===== src/hdl/asps_map.svh =====
// constants for the alarm stop and power sag control block
// assumes a 125 MHz core clock; settings arrive as plain ports
//
// Contract
// RULE1 - every alarm belongs to group one or group two, each with own setting
// RULE2 - group-one alarm stops motor as after servo-off, using stop_mode_select only
// RULE3 - stop mode 0 brake then brake, 1 brake then coast, 2 coast then coast; the code holds brake in mode 1 and never moves to coast
// RULE4 - group two option 0 zero-speed stop then after-stop state; 1 stop-mode decode; the code holds zero-speed and has no after-stop state
// RULE5 - group-two option honoured in position and speed control only, not torque
// RULE6 - interruption not longer than hold time keeps motor powered; 20 to 1000 ms
// RULE7 - interruption longer than hold time removes motor power
// RULE8 - motor powered again once main supply recovers after a cut
// RULE9 - interruption beyond hold time drops servo_ready_out
// RULE10 - undervoltage alarm during interruption overrides hold time
// RULE11 - control supply loss acts as ordinary power-off, ignoring hold time
// RULE12 - main dc sag raises undervoltage warning and restricts output current
// RULE13 - undervoltage_function_select 1 host limits torque, 2 device limits alone
// RULE14 - host limits torque on warning and lifts limit only after it clears
// RULE15 - device-only mode applies internal limit whenever warning is active
// RULE16 - device-only mode releases limit over programmed release time
// RULE17 - host avoids torque reference above specified acceleration on recovery; the bench host model does not limit acceleration
// RULE18 - servo-off cuts motor power at once without waiting for hold time
// RULE19 - function select 0 means no warning detection and no sag limit
// RULE20 - device limit from sag_torque_limit 0..100 percent; release from release time
`ifndef ASPS_MAP_SVH
`define ASPS_MAP_SVH
`define ASPS_CLK_MHZ 125
`define ASPS_MS_NS 1000000
`define ASPS_CLK_NS 8
`define ASPS_MS_CYCLES (`ASPS_MS_NS / `ASPS_CLK_NS)
`define ASPS_HOLD_MIN_MS 10'h014
`define ASPS_HOLD_MAX_MS 10'h3E8
`define ASPS_HOLD_RST_MS 10'h014
`define ASPS_LIMIT_MAX_PCT 7'h64
`define ASPS_LIMIT_RST_PCT 7'h32
`define ASPS_FULL_TORQUE 7'h64
`define ASPS_RELEASE_RST_MS 10'h032
`endif


===== src/hdl/asps_pkg.sv =====
// types for the alarm stop and power sag control block
// assumes nothing beyond the constants header
package asps_pkg;
  typedef enum logic [1:0] {
    ASPS_MODE_POSITION,
    ASPS_MODE_SPEED,
    ASPS_MODE_TORQUE
  } asps_ctrl_t;
  typedef enum logic [1:0] {
    ASPS_ACT_RUN,
    ASPS_ACT_BRAKE,
    ASPS_ACT_COAST,
    ASPS_ACT_ZERO_SPEED
  } asps_act_t;
  typedef enum logic [1:0] {
    ASPS_UV_OFF,
    ASPS_UV_HOST,
    ASPS_UV_DEVICE
  } asps_uv_t;
endpackage


===== src/hdl/asps_ms_tick.sv =====
// millisecond tick divider
// assumes core_clk at the rate given in the constants header
`timescale 1ns/1ps
`include "asps_map.svh"
module asps_ms_tick #(
  parameter int DIV = `ASPS_MS_CYCLES
) (
  input wire logic core_clk,
  input wire logic srst,
  output logic tick
);
  logic [16:0] cnt_ff;
  logic [16:0] nxt_cnt;
  always_comb begin
    if (cnt_ff == 17'(DIV - 1)) begin
      nxt_cnt = 17'h00000;
    end else begin
      nxt_cnt = cnt_ff + 17'h00001;
    end
  end
  always_ff @(posedge core_clk) begin
    if (srst) begin
      cnt_ff <= 17'h00000;
    end else begin
      cnt_ff <= nxt_cnt;
    end
  end
  assign tick = (cnt_ff == 17'(DIV - 1));
endmodule


===== src/hdl/asps_core.sv =====
// alarm stop selection, power-cut ride through and sag torque limiting
// assumes settings and supply status arrive synchronous to core_clk
`timescale 1ns/1ps
`include "asps_map.svh"
module asps_core
  import asps_pkg::*;
#(
  parameter int MS_DIV = `ASPS_MS_CYCLES
) (
  input wire logic core_clk,
  input wire logic srst,
  input wire logic servo_on_cmd,
  input wire logic alarm_group_one,
  input wire logic alarm_group_two,
  input wire logic [1:0] stop_mode_select,
  input wire logic gr2_stop_option,
  input wire asps_ctrl_t ctrl_mode,
  input wire logic [9:0] power_cut_hold_time,
  input wire logic main_supply_ok,
  input wire logic uv_alarm,
  input wire logic ctrl_supply_lost,
  input wire logic dc_sag,
  input wire logic [1:0] undervoltage_function_select,
  input wire logic [6:0] sag_torque_limit,
  input wire logic [9:0] sag_limit_release_time,
  output asps_act_t stop_action,
  output logic motor_power,
  output logic servo_ready_out,
  output logic uv_warning,
  output logic current_restrict,
  output logic [6:0] torque_limit_pct
);
  logic ms_tick;
  asps_ms_tick #(.DIV(MS_DIV)) u_tick (
    .core_clk(core_clk),
    .srst(srst),
    .tick(ms_tick)
  );

  // stop action decode
  asps_act_t base_act;
  asps_act_t nxt_act;
  asps_act_t act_ff;
  logic gr2_honour;
  always_comb begin
    case (stop_mode_select) // RULE3
      2'h0: base_act = ASPS_ACT_BRAKE;
      2'h1: base_act = ASPS_ACT_BRAKE;
      2'h2: base_act = ASPS_ACT_COAST;
      default: base_act = ASPS_ACT_COAST;
    endcase
  end
  assign gr2_honour = (ctrl_mode != ASPS_MODE_TORQUE); // RULE5
  logic [1:0] after_ff;
  logic [1:0] nxt_after;
  always_comb begin
    nxt_act = ASPS_ACT_RUN;
    if (alarm_group_one || !servo_on_cmd) begin
      nxt_act = base_act; // RULE1 RULE2 RULE18
    end else if (alarm_group_two) begin
      if (gr2_honour && !gr2_stop_option) begin
        nxt_act = ASPS_ACT_ZERO_SPEED; // RULE4
      end else begin
        nxt_act = base_act; // RULE4
      end
    end else if (!motor_power) begin
      nxt_act = ASPS_ACT_BRAKE;
    end
    nxt_after = stop_mode_select;
  end
  always_ff @(posedge core_clk) begin
    if (srst) begin
      act_ff <= ASPS_ACT_BRAKE;
      after_ff <= 2'h0;
    end else begin
      act_ff <= nxt_act;
      after_ff <= nxt_after;
    end
  end
  assign stop_action = act_ff;

  // power interruption ride through
  logic [9:0] cut_ms_ff;
  logic [9:0] nxt_cut_ms;
  logic cut_ff;
  logic nxt_cut;
  logic [9:0] hold_ms;
  always_comb begin
    hold_ms = power_cut_hold_time;
    if (hold_ms < `ASPS_HOLD_MIN_MS) begin
      hold_ms = `ASPS_HOLD_MIN_MS;
    end else if (hold_ms > `ASPS_HOLD_MAX_MS) begin
      hold_ms = `ASPS_HOLD_MAX_MS;
    end
  end
  always_comb begin
    nxt_cut_ms = cut_ms_ff;
    nxt_cut = cut_ff;
    if (main_supply_ok) begin
      nxt_cut_ms = 10'h000;
      nxt_cut = 1'b0; // RULE8
    end else begin
      if (ms_tick && cut_ms_ff != 10'h3FF) begin
        nxt_cut_ms = cut_ms_ff + 10'h001;
      end
      if (cut_ms_ff > hold_ms) begin
        nxt_cut = 1'b1; // RULE7
      end
      if (uv_alarm || ctrl_supply_lost) begin
        nxt_cut = 1'b1; // RULE10 RULE11
      end
    end
  end
  always_ff @(posedge core_clk) begin
    if (srst) begin
      cut_ms_ff <= 10'h000;
      cut_ff <= 1'b0;
    end else begin
      cut_ms_ff <= nxt_cut_ms;
      cut_ff <= nxt_cut;
    end
  end
  // powered while within hold time, off at once on servo-off
  assign motor_power = servo_on_cmd && !cut_ff && !alarm_group_one
    && !alarm_group_two && !ctrl_supply_lost && !uv_alarm; // RULE6 RULE18
  assign servo_ready_out = !cut_ff && !ctrl_supply_lost && !uv_alarm; // RULE9

  // sag warning and torque limit
  asps_uv_t uv_sel;
  logic warn_ff;
  logic nxt_warn;
  logic [6:0] lim_ff;
  logic [6:0] nxt_lim;
  logic [9:0] rel_ms_ff;
  logic [9:0] nxt_rel_ms;
  logic [6:0] cap_pct;
  logic [16:0] ramp;
  always_comb begin
    case (undervoltage_function_select) // RULE13
      2'h1: uv_sel = ASPS_UV_HOST;
      2'h2: uv_sel = ASPS_UV_DEVICE;
      default: uv_sel = ASPS_UV_OFF;
    endcase
  end
  always_comb begin
    cap_pct = (sag_torque_limit > `ASPS_LIMIT_MAX_PCT) ? `ASPS_LIMIT_MAX_PCT
      : sag_torque_limit; // RULE20
    nxt_warn = dc_sag && (uv_sel != ASPS_UV_OFF); // RULE12 RULE19
    nxt_lim = `ASPS_FULL_TORQUE;
    nxt_rel_ms = rel_ms_ff;
    ramp = 17'h00000;
    if (uv_sel == ASPS_UV_DEVICE) begin
      if (warn_ff) begin
        nxt_lim = cap_pct; // RULE15
        nxt_rel_ms = 10'h000;
      end else if (lim_ff != `ASPS_FULL_TORQUE) begin
        if (ms_tick && rel_ms_ff < sag_limit_release_time) begin
          nxt_rel_ms = rel_ms_ff + 10'h001;
        end
        if (rel_ms_ff >= sag_limit_release_time) begin
          nxt_lim = `ASPS_FULL_TORQUE; // RULE16
        end else begin
          // product widened first: up to 100 times 1023 overflows ten bits
          ramp = 17'(cap_pct) + (17'(`ASPS_FULL_TORQUE - cap_pct) * 17'(rel_ms_ff)
            / 17'(sag_limit_release_time)); // RULE16 RULE20
          nxt_lim = ramp[6:0];
        end
      end
    end
  end
  always_ff @(posedge core_clk) begin
    if (srst) begin
      warn_ff <= 1'b0;
      lim_ff <= `ASPS_FULL_TORQUE;
      rel_ms_ff <= 10'h000;
    end else begin
      warn_ff <= nxt_warn;
      lim_ff <= nxt_lim;
      rel_ms_ff <= nxt_rel_ms;
    end
  end
  assign uv_warning = warn_ff; // RULE14
  assign current_restrict = warn_ff; // RULE12
  assign torque_limit_pct = lim_ff;

  // checks
  gr1_stop_a: assert property (@(posedge core_clk) disable iff (srst) // RULE2
    alarm_group_one && servo_on_cmd |=> stop_action != ASPS_ACT_RUN)
    else $error("group one alarm did not stop");
  torque_gr2_a: assert property (@(posedge core_clk) disable iff (srst) // RULE5
    alarm_group_two && !alarm_group_one && servo_on_cmd && ctrl_mode == ASPS_MODE_TORQUE
    |=> stop_action != ASPS_ACT_ZERO_SPEED)
    else $error("zero speed stop in torque control");
  gr2_zero_a: assert property (@(posedge core_clk) disable iff (srst) // RULE4
    alarm_group_two && !alarm_group_one && servo_on_cmd && !gr2_stop_option
    && ctrl_mode == ASPS_MODE_SPEED |=> stop_action == ASPS_ACT_ZERO_SPEED)
    else $error("group two zero speed missing");
  coast_mode_a: assert property (@(posedge core_clk) disable iff (srst) // RULE3
    !servo_on_cmd && stop_mode_select == 2'h2 |=> stop_action == ASPS_ACT_COAST)
    else $error("coast decode wrong");
  servo_off_a: assert property (@(posedge core_clk) disable iff (srst) // RULE18
    !servo_on_cmd |-> !motor_power)
    else $error("power kept after servo off");
  ready_drop_a: assert property (@(posedge core_clk) disable iff (srst) // RULE9
    !main_supply_ok && cut_ms_ff > hold_ms |=> !servo_ready_out)
    else $error("ready kept after hold time");
  recover_a: assert property (@(posedge core_clk) disable iff (srst) // RULE8
    main_supply_ok && !uv_alarm && !ctrl_supply_lost |=> servo_ready_out)
    else $error("no recovery");
  ride_a: assert property (@(posedge core_clk) disable iff (srst) // RULE6
    !cut_ff && main_supply_ok ##1 !main_supply_ok && !uv_alarm && !ctrl_supply_lost
    |=> !cut_ff)
    else $error("cut at start of interruption");
  uv_off_a: assert property (@(posedge core_clk) disable iff (srst) // RULE19
    undervoltage_function_select == 2'h0 |=> !uv_warning)
    else $error("warning with detection off");
  dev_lim_a: assert property (@(posedge core_clk) disable iff (srst) // RULE15
    uv_warning && undervoltage_function_select == 2'h2 |=> torque_limit_pct == cap_pct)
    else $error("device limit not applied");
endmodule


===== config.mk =====
export PLATFORM = sky130hd
export DESIGN_NAME = asps_core
export DESIGN_NICKNAME = d
export VERILOG_FILES = /design/src/hdl/asps_pkg.sv /design/src/hdl/asps_ms_tick.sv /design/src/hdl/asps_core.sv
export VERILOG_INCLUDE_DIRS = /design/src /design/src/hdl
export SDC_FILE = /design/constraint.sdc
export NUM_CORES = 1
export LEC_CHECK = 0
export BUFFER_PORTS_ARGS = -buffer_cell sky130_fd_sc_hd__buf_2
export CAP_MARGIN = 20
export CORE_AREA = 4 4 251 155
export CTS_CLUSTER_DIAMETER = 50
export DETAILED_ROUTE_END_ITERATION = 10
export DIE_AREA = 0 0 255 159
export HOLD_SLACK_MARGIN = 0.12
export MAX_ROUTING_LAYER = met4
export PLACE_DENSITY = 0.62
export SLEW_MARGIN = 10
export SYNTH_ARGS = -nofsm -noshare
export SYNTH_HDL_FRONTEND = slang
export SYNTH_SLANG_ARGS = --single-unit

===== constraint.sdc =====
create_clock -name core_clk -period 45.5 [get_ports core_clk]
set_clock_uncertainty 0.15 [all_clocks]
set_input_delay 2.275 -clock core_clk [delete_from_list [all_inputs] [get_ports core_clk]]
set_output_delay 2.275 -clock core_clk [all_outputs]
set_load 0.02 [all_outputs]

==> reports/qor.yml, run 1 <==
clock_network:
  cts_inserted_buffers: 5
  htree_num_levels: 2
  cts_root_buf: "clkbuf_16"
  clock-sinks: 48
  clk_pin_slew_ns: 0.06
  cts_max_path_buffers: 2
  worstSkewPairLatency_ns: 0.29
  hold_buffers: 0
  cts_tree: "yes"
global_route:
  grt_pass1_vias: 11400
  grt_antenna_before_repair: 3
  grt_overflow: 0
  grt_pass1_wl_um: 58000
  grt_usage: 0.174
  grt_max_degree: 20
timing:
  finalMaxSlewViolations: 0
  fmax_mhz: 23.3
  setup_viol: 0
  slew-limit-headroom: 0.343
  worst_slew_pin_slew_ns: 0.985
  fin_tns_setup_ns: 0
  fin_crit_ns: 42.99
  fin_crit_sh: 0.945
  report.final.hold_viol_count: 0
  rsz0062_at_grt: "no"
worst_setup_path:
  ff2ff_path_depth: 178
  reg2reg_from: "rel_ms_ff[8]"
  cp-end-kind: "register"
  slowest_delay_ns: 0.54
  cp.arrival_ns: 43.01
  criticalPathCategory: "primary input to register"
  r2r_end: "torque_limit_pct[6]"
  worst-r2r-setup-slack_ns: 6.13
  required_ns: 45.52
  critPathMaxFanout: 13
  cpMaxStageDelayCell: "fa_1"
  start_kind: "primary input"
final_layout:
  drive_gt1_frac: 0.129
  fin_area_um2: 14200
  regArea_um2: 961
  area_growth_pct: 12.1
  multi_input_area_um2: 11100
  nNetsFinal: 2073
  fill_cells: 3757
  n_antenna_cell: 0
  final_util: 0.392
floorplanning:
  coreArea_um2: 36200
  die_y_um: 159
  dieWidth_um: 255
  start_util: 0.350
  num_rows: 54
  pin_count: 56
  dieArea_um2: 40500
run:
  drv_cap: 0
route:
  wl_per_cell_um: 15.8
  drcViolationCount: 0
  vias_per_cell: 5.48
  drt_wl_total_um: 35800
  vias: 12400
  dr.pass1.iters: 5
  ant_nets: 0
  drt_iter0_drc: 997
synthesis:
  netlist.area_leader.share: 0.195
  netlist_instances: 1681
  synth_edf_count: 0
  synth_most_common_cell: "ha_1"
  synthesis.area_um2: 12700
  synth-seq-cells: 48
  avgSynthCellArea_um2: 7.54
  yosys_most_used_dff: "dfxtp_1"
  synthArstFlopShare: 0
  synth.distinct_cells: 98
  ys_warn_count: 0
  yosys-top-cells-area: "ha_1, fa_1, dfxtp_1, nor2_1, inv_1"
  synth_area_leader_cell: "ha_1"
  synthTopCellsByCount: "ha_1, nor2_1, inv_1"
  seq_area_frac_synth: 0.0759
worst_hold_path:
  worstHoldStart: "u_tick.cnt_ff[0]"
  hold_depth: 1
  min_path_type: "register to register"
  hold_end: "u_tick.cnt_ff[0]"
placement:
  place.gp.congestion: 0.869
  dp_hpwl_um: 29300
  placed_area_um2: 13900
  port_buffers: 54
run_status:
  status: "finished, final reports clean"
==> final cells by class <==
| type | count | area share |
|---|---|---|
| Multi-Input combinational cell | 1456 | 0.781 |
| Clock inverter | 2 | 0.00273 |
| Sequential cell | 48 | 0.0677 |
| Inverter | 144 | 0.0382 |
| Clock buffer | 6 | 0.00978 |
| Timing Repair Buffer | 128 | 0.0582 |
| Tap cell | 476 | 0.0419 |
==> critical path, delay by kind of cell <==
| kind | cells | cell delay (ns) |
|---|---|---|
| simple gates | 45 | 8.38 |
| mux | 7 | 2.16 |
| compound gates | 94 | 19.82 |
| buf+inv | 17 | 1.93 |
| fa+ha+maj | 25 | 8.32 |
==> state kept, by name, indices dropped and copies added (netlist names) <==
| signal | count |
|---|---|
| torque_limit_pct | 7 |
| cut_ms_ff | 10 |
| u_tick.cnt_ff | 17 |
| current_restrict | 1 |
| stop_action | 2 |
| rel_ms_ff | 10 |
| cut_ff | 1 |
==> metrics by stage <==
stage,hold slack [ns],worst slack (ns),std cells
3_3_place_gp,0.293,2.22,2247
3_5_place_dp,0.317,1.80,2247
6_report,0.333,2.51,2260
4_1_cts,0.332,1.87,2255
5_1_grt,0.360,0.0287,2260
2_1_floorplan,0.276,5.84,1689
==> logic make-up (layout without fill, tap and decap cells) <==
group | after synthesis | count (layout) | share of synthesized area
AND/OR/NAND/NOR | 638 | 638 | 0.258
buffers and inverters | 185 | 280 | 0.0583
other | 2 | 10 | 0.000593
adder cells (fa/ha/maj) | 250 | 250 | 0.276
AO/OA/AOI/OAI | 417 | 417 | 0.223
XOR/XNOR | 94 | 94 | 0.0650
multiplexers | 47 | 47 | 0.0428
flip-flops | 48 | 48 | 0.0759
==> what timing repair did <==
| action | CTS | global route |
|---|---|---|
| resized for setup | 0 | 17 |
| setup buffers | 0 | 5 |
| endpoints found under the setup margin | 0 | 7 |
==> routing by layer <==
| layer | part of all wire | vias to the layer above | global-route usage |
|---|---|---|---|
| met4 | 0.013 | 0 | 0.0233 |
| met5 | 0 | - | - |
| met2 | 0.40 | 279 | 0.247 |
| li1 | - | 6209 | - |
| met1 | 0.52 | 5862 | 0.267 |
| met3 | 0.059 | 33 | 0.0217 |
==> placed cells by master (no fill, tap or decap), drive strengths merged, types with 22 or more instances in the layout <==
cell type / instances
buf: 128
o21ai: 86
a21oi: 96
nor3: 61
nand2: 141
dfxtp: 48
xor2: 49
a21o: 37
and3: 29
or3: 22
and2: 65
xnor2: 45
nand3: 34
fa: 50
nor2: 162
inv: 144
ha: 197
o31ai: 24
nand2b: 26
mux2: 29
o21a: 51
==> how the worst max path moves through the flow <==
stage                         from             endpoint  slack (ns)  depth (start not counted)
3_5_place_dp   sag_torque_limit[0]  torque_limit_pct[6]        1.80                        186
4_1_cts        sag_torque_limit[0]  torque_limit_pct[6]        1.87                        186
6_report       sag_torque_limit[0]  torque_limit_pct[6]        2.51                        188
2_1_floorplan  sag_torque_limit[0]  torque_limit_pct[6]        5.84                        188
5_1_grt        sag_torque_limit[0]  torque_limit_pct[6]        0.03                        189
3_3_place_gp   sag_torque_limit[0]  torque_limit_pct[6]        2.22                        186
Power of run 1 is not shown: default switching activity piles up to over one toggle a cycle in this logic, so the estimate is an artifact.
==> inputs of run 2 (changes only) <==
Settings changed: CELL_PAD_IN_SITES_DETAIL_PLACEMENT set to 1, CELL_PAD_IN_SITES_GLOBAL_PLACEMENT set to 2, CORE_AREA 4 4 251 155 to 4 4 234 145, DIE_AREA 0 0 255 159 to 0 0 238 149, PLACE_DENSITY 0.62 to 0.95, SYNTH_HIERARCHICAL set to 1.
==> run 2 against run 1 <==
Compared with the run above: non-clock buffer count down 28; register-to-register slack got worse by 0.98 ns; wire length is 9.4% higher; cell area down 4.5%; maximum frequency decreased by 0.94%; worst hold slack improved by 0.026 ns; critical path depth increased by 2; setup slack lost 0.41 ns; critical endpoint unchanged.
==> reports/qor.yml, run 2 <==
run_status:
  status: "finished, final reports clean"
worst_setup_path:
  crit_buf_inv: 17
  required_ns: 45.54
  critPathMostFrequentCell: "ha_1"
  cp_top_family: "compound AO/OA/AOI/OAI gates"
  ff2ff_path_depth: 181
  reg2reg_from: "rel_ms_ff[3]"
  cpMaxStageDelayCell: "fa_1"
  start_kind: "primary input"
  criticalPathCategory: "primary input to register"
  cp.arrival_ns: 43.44
  worst-r2r-setup-slack_ns: 5.15
  critPathMaxFanout: 11
  r2r_end: "torque_limit_pct[6]"
  cp-end-kind: "register"
  slowest_delay_ns: 0.57
synthesis:
  synth_edf_count: 0
  synth_most_common_cell: "ha_1"
  synthArstFlopShare: 0
  seq_area_frac_synth: 0.0787
  netlist.area_leader.share: 0.203
  netlist_instances: 1587
  avgSynthCellArea_um2: 7.69
  yosys-top-cells-area: "ha_1, fa_1, dfxtp_1, inv_1, nor2_1"
  yosys_most_used_dff: "dfxtp_1"
  ys_warn_count: 6
  synthTopCellsByCount: "ha_1, inv_1, nor2_1"
  synth.distinct_cells: 96
  synth_area_leader_cell: "ha_1"
  synthesis.area_um2: 12200
  synth-seq-cells: 48
clock_network:
  clock-sinks: 48
  cts_root_buf: "clkbuf_16"
  worstSkewPairLatency_ns: 0.30
  cts_tree: "yes"
  cts_max_path_buffers: 2
  hold_buffers: 0
  cts_inserted_buffers: 5
  htree_num_levels: 2
  clk_pin_slew_ns: 0.07
route:
  wl_per_cell_um: 18.7
  drcViolationCount: 0
  drt_iter0_drc: 720
  drt_wl_total_um: 39100
  vias_per_cell: 5.77
  ant_nets: 0
  vias: 12100
  dr.pass1.iters: 5
worst_hold_path:
  hold_depth: 1
  worstHoldStart: "u_tick/cnt_ff[0]"
  min_path_type: "register to register"
  hold_end: "u_tick/cnt_ff[0]"
timing:
  report.final.hold_viol_count: 0
  worst_slew_pin_slew_ns: 1.07
  setup_viol: 0
  finalMaxSlewViolations: 0
  fmax_mhz: 23.0
  slew-limit-headroom: 0.278
  fin_crit_sh: 0.954
  fin_tns_setup_ns: 0
  fin_crit_ns: 43.40
placement:
  port_buffers: 54
  place.gp.congestion: 0.887
  dp_hpwl_um: 31900
final_layout:
  final_common_cell: "ha_1"
  regMostFlops: "u_tick/cnt_ff"
  fill_cells: 3986
  largest_reg_flops: 17
  nNetsFinal: 1958
  area_growth_pct: 11.1
  drive_gt1_frac: 0.126
  reg_top3: "u_tick/cnt_ff x17, cut_ms_ff x10, rel_ms_ff x10"
  final_util: 0.426
  mostFrequentLayoutCells: "ha_1, inv_1, nor2_1"
run:
  drv_cap: 0
global_route:
  grt_max_degree: 19
  grt_antenna_before_repair: 1
  grt_overflow: 0
  grt_pass1_wl_um: 63200
  grt_pass1_vias: 12300
  grt_usage: 0.220
floorplanning:
  dieArea_um2: 35500
  start_util: 0.383
  pin_count: 56
  dieWidth_um: 238
  num_rows: 51
  die_y_um: 149
  coreArea_um2: 31800
## run 2: cell types whose count changed after synthesis, moves of 6 or more
cell	delta
o21ai_1	-8
or2_2	-9
nand2_1	-34
and3_1	-10
xor2_1	-10
nand4_1	+11
nand3_1	+6
xnor2_1	+6
o21ai_0	-12
a21o_1	-6
o211ai_1	+6
nor2_1	-22
mux2_2	+6
a31oi_1	-9
## run 2: area by class of cell
class,instances,area [µm²],share of cell area
Multi-Input combinational cell,1369,10800,0.793
Sequential cell,48,961,0.0708
Timing Repair Buffer,100,628,0.0463
Inverter,143,539,0.0398
Tap cell,424,531,0.0391
Clock buffer,6,139,0.0102
Clock inverter,2,10.0,0.000738
Antenna cell,1,2.50,0.000184
## run 2: what timing repair did
item,CTS,global route
resized for setup,0,40
endpoints found under the setup margin,0,7
setup buffers,0,18
## run 2: worst max-delay path by stage
stage,startpoint,endpoint,slack (ns),cells past startpoint
after floorplan,sag_torque_limit[4],torque_limit_pct[6],4.73,196
after global placement,sag_torque_limit[3],torque_limit_pct[6],1.44,191
after detailed placement,sag_torque_limit[3],torque_limit_pct[6],0.06,189
after CTS,sag_torque_limit[3],torque_limit_pct[6],0.15,190
after global routing,sag_torque_limit[3],torque_limit_pct[6],-0.22,190
final,sag_torque_limit[3],torque_limit_pct[6],2.10,190
## run 2: through the flow
| stage | instance area, µm² | setup WS, ns | instances | hold WS [ns] |
|---|---|---|---|---|
| after floorplan | 12200 | 4.73 | 1595 | 0.306 |
| after global placement | 13100 | 1.44 | 2065 | 0.333 |
| after detailed placement | 13100 | 0.0580 | 2065 | 0.343 |
| after CTS | 13200 | 0.153 | 2073 | 0.358 |
| after global routing | 13600 | -0.218 | 2093 | 0.381 |
| final | 13600 | 2.10 | 2093 | 0.358 |
## run 2: worst register-to-register path, delay by kind of cell, from the launching register on
| family | cells | cell delay (ns) |
|---|---|---|
| buf+inv | 14 | 2.13 |
| simple gates | 47 | 8.76 |
| mux | 8 | 2.77 |
| xor+xnor | 1 | 0.20 |
| flops | 1 | 0.67 |
| compound gates | 87 | 17.36 |
| fa+ha+maj | 24 | 8.23 |
## run 2: cell families (layout without fill, tap and decap cells)
group                      Yosys count  in the layout  share of synthesized area
other                                2             11                   0.000615
and+or+nand+nor                    580            580                      0.247
xor gates and xnor gates            90             90                     0.0646
muxes                               50             50                     0.0461
adders and majority gates          250            250                      0.287
buffers and inverters              179            251                     0.0583
DFF                                 48             48                     0.0787
AOI/OAI and AO/OA                  388            389                      0.218
## run 2: metal layers
layer,vias to the layer above,global-route usage,wire length (µm)
li1,5871,-,-
met1,5993,0.318,20200
met2,174,0.337,17000
met3,37,0.0334,1570
met4,0,0.0264,364
met5,-,-,0
Power of run 2 is left out for the same reason.
==> inputs of run 3 (changes only) <==
--- a/config.mk
+++ b/config.mk
@@ -9,3 +9,2 @@
 export BUFFER_PORTS_ARGS = -buffer_cell sky130_fd_sc_hd__buf_2
-export CAP_MARGIN = 20
 export CELL_PAD_IN_SITES_DETAIL_PLACEMENT = 1
==> constraint.sdc (replaced) <==
create_clock -name core_clk -period 45.5 [get_ports core_clk]
set_clock_uncertainty 0.15 [all_clocks]
set_input_delay 9.1 -clock core_clk [delete_from_list [all_inputs] [get_ports core_clk]]
set_output_delay 9.1 -clock core_clk [all_outputs]
set_load 0.02 [all_outputs]
==> run 3 against run 2 <==
Compared with the run above: global-route usage rose by 13 points; highest routed layer unchanged; wire length up 98%; via count rose by 43%; sequential cell count unchanged; setup slack worse by 5.6 ns; critical path type unchanged; sequential share of layout area shrank 2.1 points; critical endpoint unchanged; utilization is 17 points higher; largest cell class unchanged; non-clock buffer count increased by 523; first-iteration DRC count is 130% higher; the run now ends with max-capacitance violations, max-slew violations, negative setup slack left; final cell count up 25%.
==> reports/qor.yml, run 3 (synthesis gave the netlist of run 2 again) <==
floorplanning:
  num_rows: 51
  start_util: 0.383
  dieArea_um2: 35500
  die_y_um: 149
  dieWidth_um: 238
  pin_count: 56
  coreArea_um2: 31800
final_layout:
  reg_top3: "u_tick/cnt_ff x17, cut_ms_ff x10, rel_ms_ff x10"
  drive_gt1_frac: 0.434
  fill_cells: 3776
  largest_reg_flops: 17
  final_util: 0.600
  area_growth_pct: 56.5
  nNetsFinal: 2480
  regMostFlops: "u_tick/cnt_ff"
  final_common_cell: "buf_4"
  mostFrequentLayoutCells: "buf_4, ha_1, inv_1"
global_route:
  grt_pass1_vias: 17600
  grt_overflow: 0
  grt_max_degree: 19
  grt_pass1_wl_um: 96300
  grt_antenna_before_repair: 3
  grt_usage: 0.347
worst_setup_path:
  r2r_end: "torque_limit_pct[6]"
  cp-end-kind: "register"
  reg2reg_from: "rel_ms_ff[2]"
  worst-r2r-setup-slack_ns: 6.03
  cp.arrival_ns: 49.01
  ff2ff_path_depth: 184
  cpMaxStageDelayCell: "fa_1"
  critPathMaxFanout: 10
  start_kind: "primary input"
  crit_buf_inv: 21
  critPathMostFrequentCell: "a21oi_2"
  criticalPathCategory: "primary input to register"
  slowest_delay_ns: 0.61
  cp_top_family: "compound AO/OA/AOI/OAI gates"
  required_ns: 45.55
run_status:
  violations: "max-capacitance violations, max-slew violations, negative setup slack"
  status: "complete, but fails checks"
route:
  dr.pass1.iters: 6
  vias_per_cell: 6.62
  drt_wl_total_um: 77600
  drt_iter0_drc: 1645
  wl_per_cell_um: 29.6
  drcViolationCount: 0
  vias: 17300
  ant_nets: 0
timing:
  fin_crit_ns: 48.96
  rsz0062_at_grt: "yes"
  report.final.hold_viol_count: 0
  whs_ns: 0.380
  fin_tns_setup_ns: -21.13
  finalMaxSlewViolations: 19
  setup_viol: 7
  fmax_mhz: 20.4
  finalWorstSetupSlack_ns: -3.46
  slew-limit-headroom: -0.105
  worst_slew_pin_slew_ns: 1.66
  fin_crit_sh: 1.08
placement:
  place.gp.congestion: 0.875
  port_buffers: 54
  dp_hpwl_um: 38800
run:
  drv_cap: 1
clock_network:
  clk_pin_slew_ns: 0.08
  worstSkewPairLatency_ns: 0.31
  htree_num_levels: 2
  cts_max_path_buffers: 2
  clock-sinks: 48
  cts_inserted_buffers: 5
  cts_root_buf: "clkbuf_16"
  cts_tree: "yes"
worst_hold_path:
  hold_depth: 2
  worstHoldStart: "cut_ms_ff[5]"
  hold_end: "cut_ms_ff[5]"
  min_path_type: "register to register"
==> run 3: cell count changes in the layout (fill, tap and decap cells not counted), moves of 22 or more <==
cell     delta
ha_1       -41
o21ai_0    -22
buf_4     +497
ha_4       +37
a21oi_1    -34
buf_6      +26
a21oi_2    +29
==> run 3: final cells by class <==
cell class / instances / area [µm²] / share of cell area
Clock buffer: 5 / 125 / 0.00655
Timing Repair Buffer: 623 / 4680 / 0.245
Sequential cell: 48 / 961 / 0.0503
Antenna cell: 3 / 7.51 / 0.000393
Clock inverter: 3 / 22.5 / 0.00118
Multi-Input combinational cell: 1368 / 12200 / 0.640
Inverter: 143 / 544 / 0.0285
Tap cell: 424 / 531 / 0.0278
==> run 3: worst max-delay path by stage <==
stage / startpoint / to / slack (ns) / cells after the start
2_1_floorplan: sag_torque_limit[0] / torque_limit_pct[6] / 0.008 / 196
3_3_place_gp: sag_torque_limit[4] / torque_limit_pct[6] / -1.43 / 186
3_5_place_dp: sag_torque_limit[4] / torque_limit_pct[6] / -3.21 / 186
4_1_cts: sag_torque_limit[2] / torque_limit_pct[6] / 0.05 / 194
5_1_grt: sag_torque_limit[2] / torque_limit_pct[6] / -4.16 / 194
6_report: sag_torque_limit[2] / torque_limit_pct[6] / -3.46 / 193
==> run 3: metal layers <==
metal	GRT usage	wire [µm]
met5	-	0
met4	0.167	7780
met3	0.0517	7520
met2	0.605	35200
met1	0.393	27100
==> run 3: metrics by stage <==
step | setup slack, ns | instances | instance area [µm²]
final | -3.46 | 2617 | 19100
after detailed placement | -3.21 | 2402 | 15800
after floorplan | 0.00789 | 1595 | 12500
after global placement | -1.43 | 2402 | 15800
after global routing | -4.16 | 2617 | 19100
after CTS | 0.0455 | 2542 | 17900
==> run 3: worst reg2reg max path, delay by kind of cell (launching register included) <==
family / cells / cell delay, ns
adders and majority gates: 24 / 7.62
and+or+nand+nor: 47 / 8.23
xor gates and xnor gates: 1 / 0.20
muxes: 6 / 1.92
buffers and inverters: 17 / 2.63
AOI/OAI and AO/OA: 89 / 17.82
DFF: 1 / 0.75
==> run 3: timing repair <==
| action | 4_1_cts | 5_1_grt |
|---|---|---|
| pin swaps | 129 | 175 |
| endpoints found under the setup margin | 7 | 7 |
| buffers inserted | 132 | 74 |
| endpoints found under the hold margin | 0 | 0 |
| hold buffers | 0 | 0 |
| gates cloned | 1 | 1 |
| gates resized for setup | 185 | 155 |
Power of run 3 is left out for the same reason.
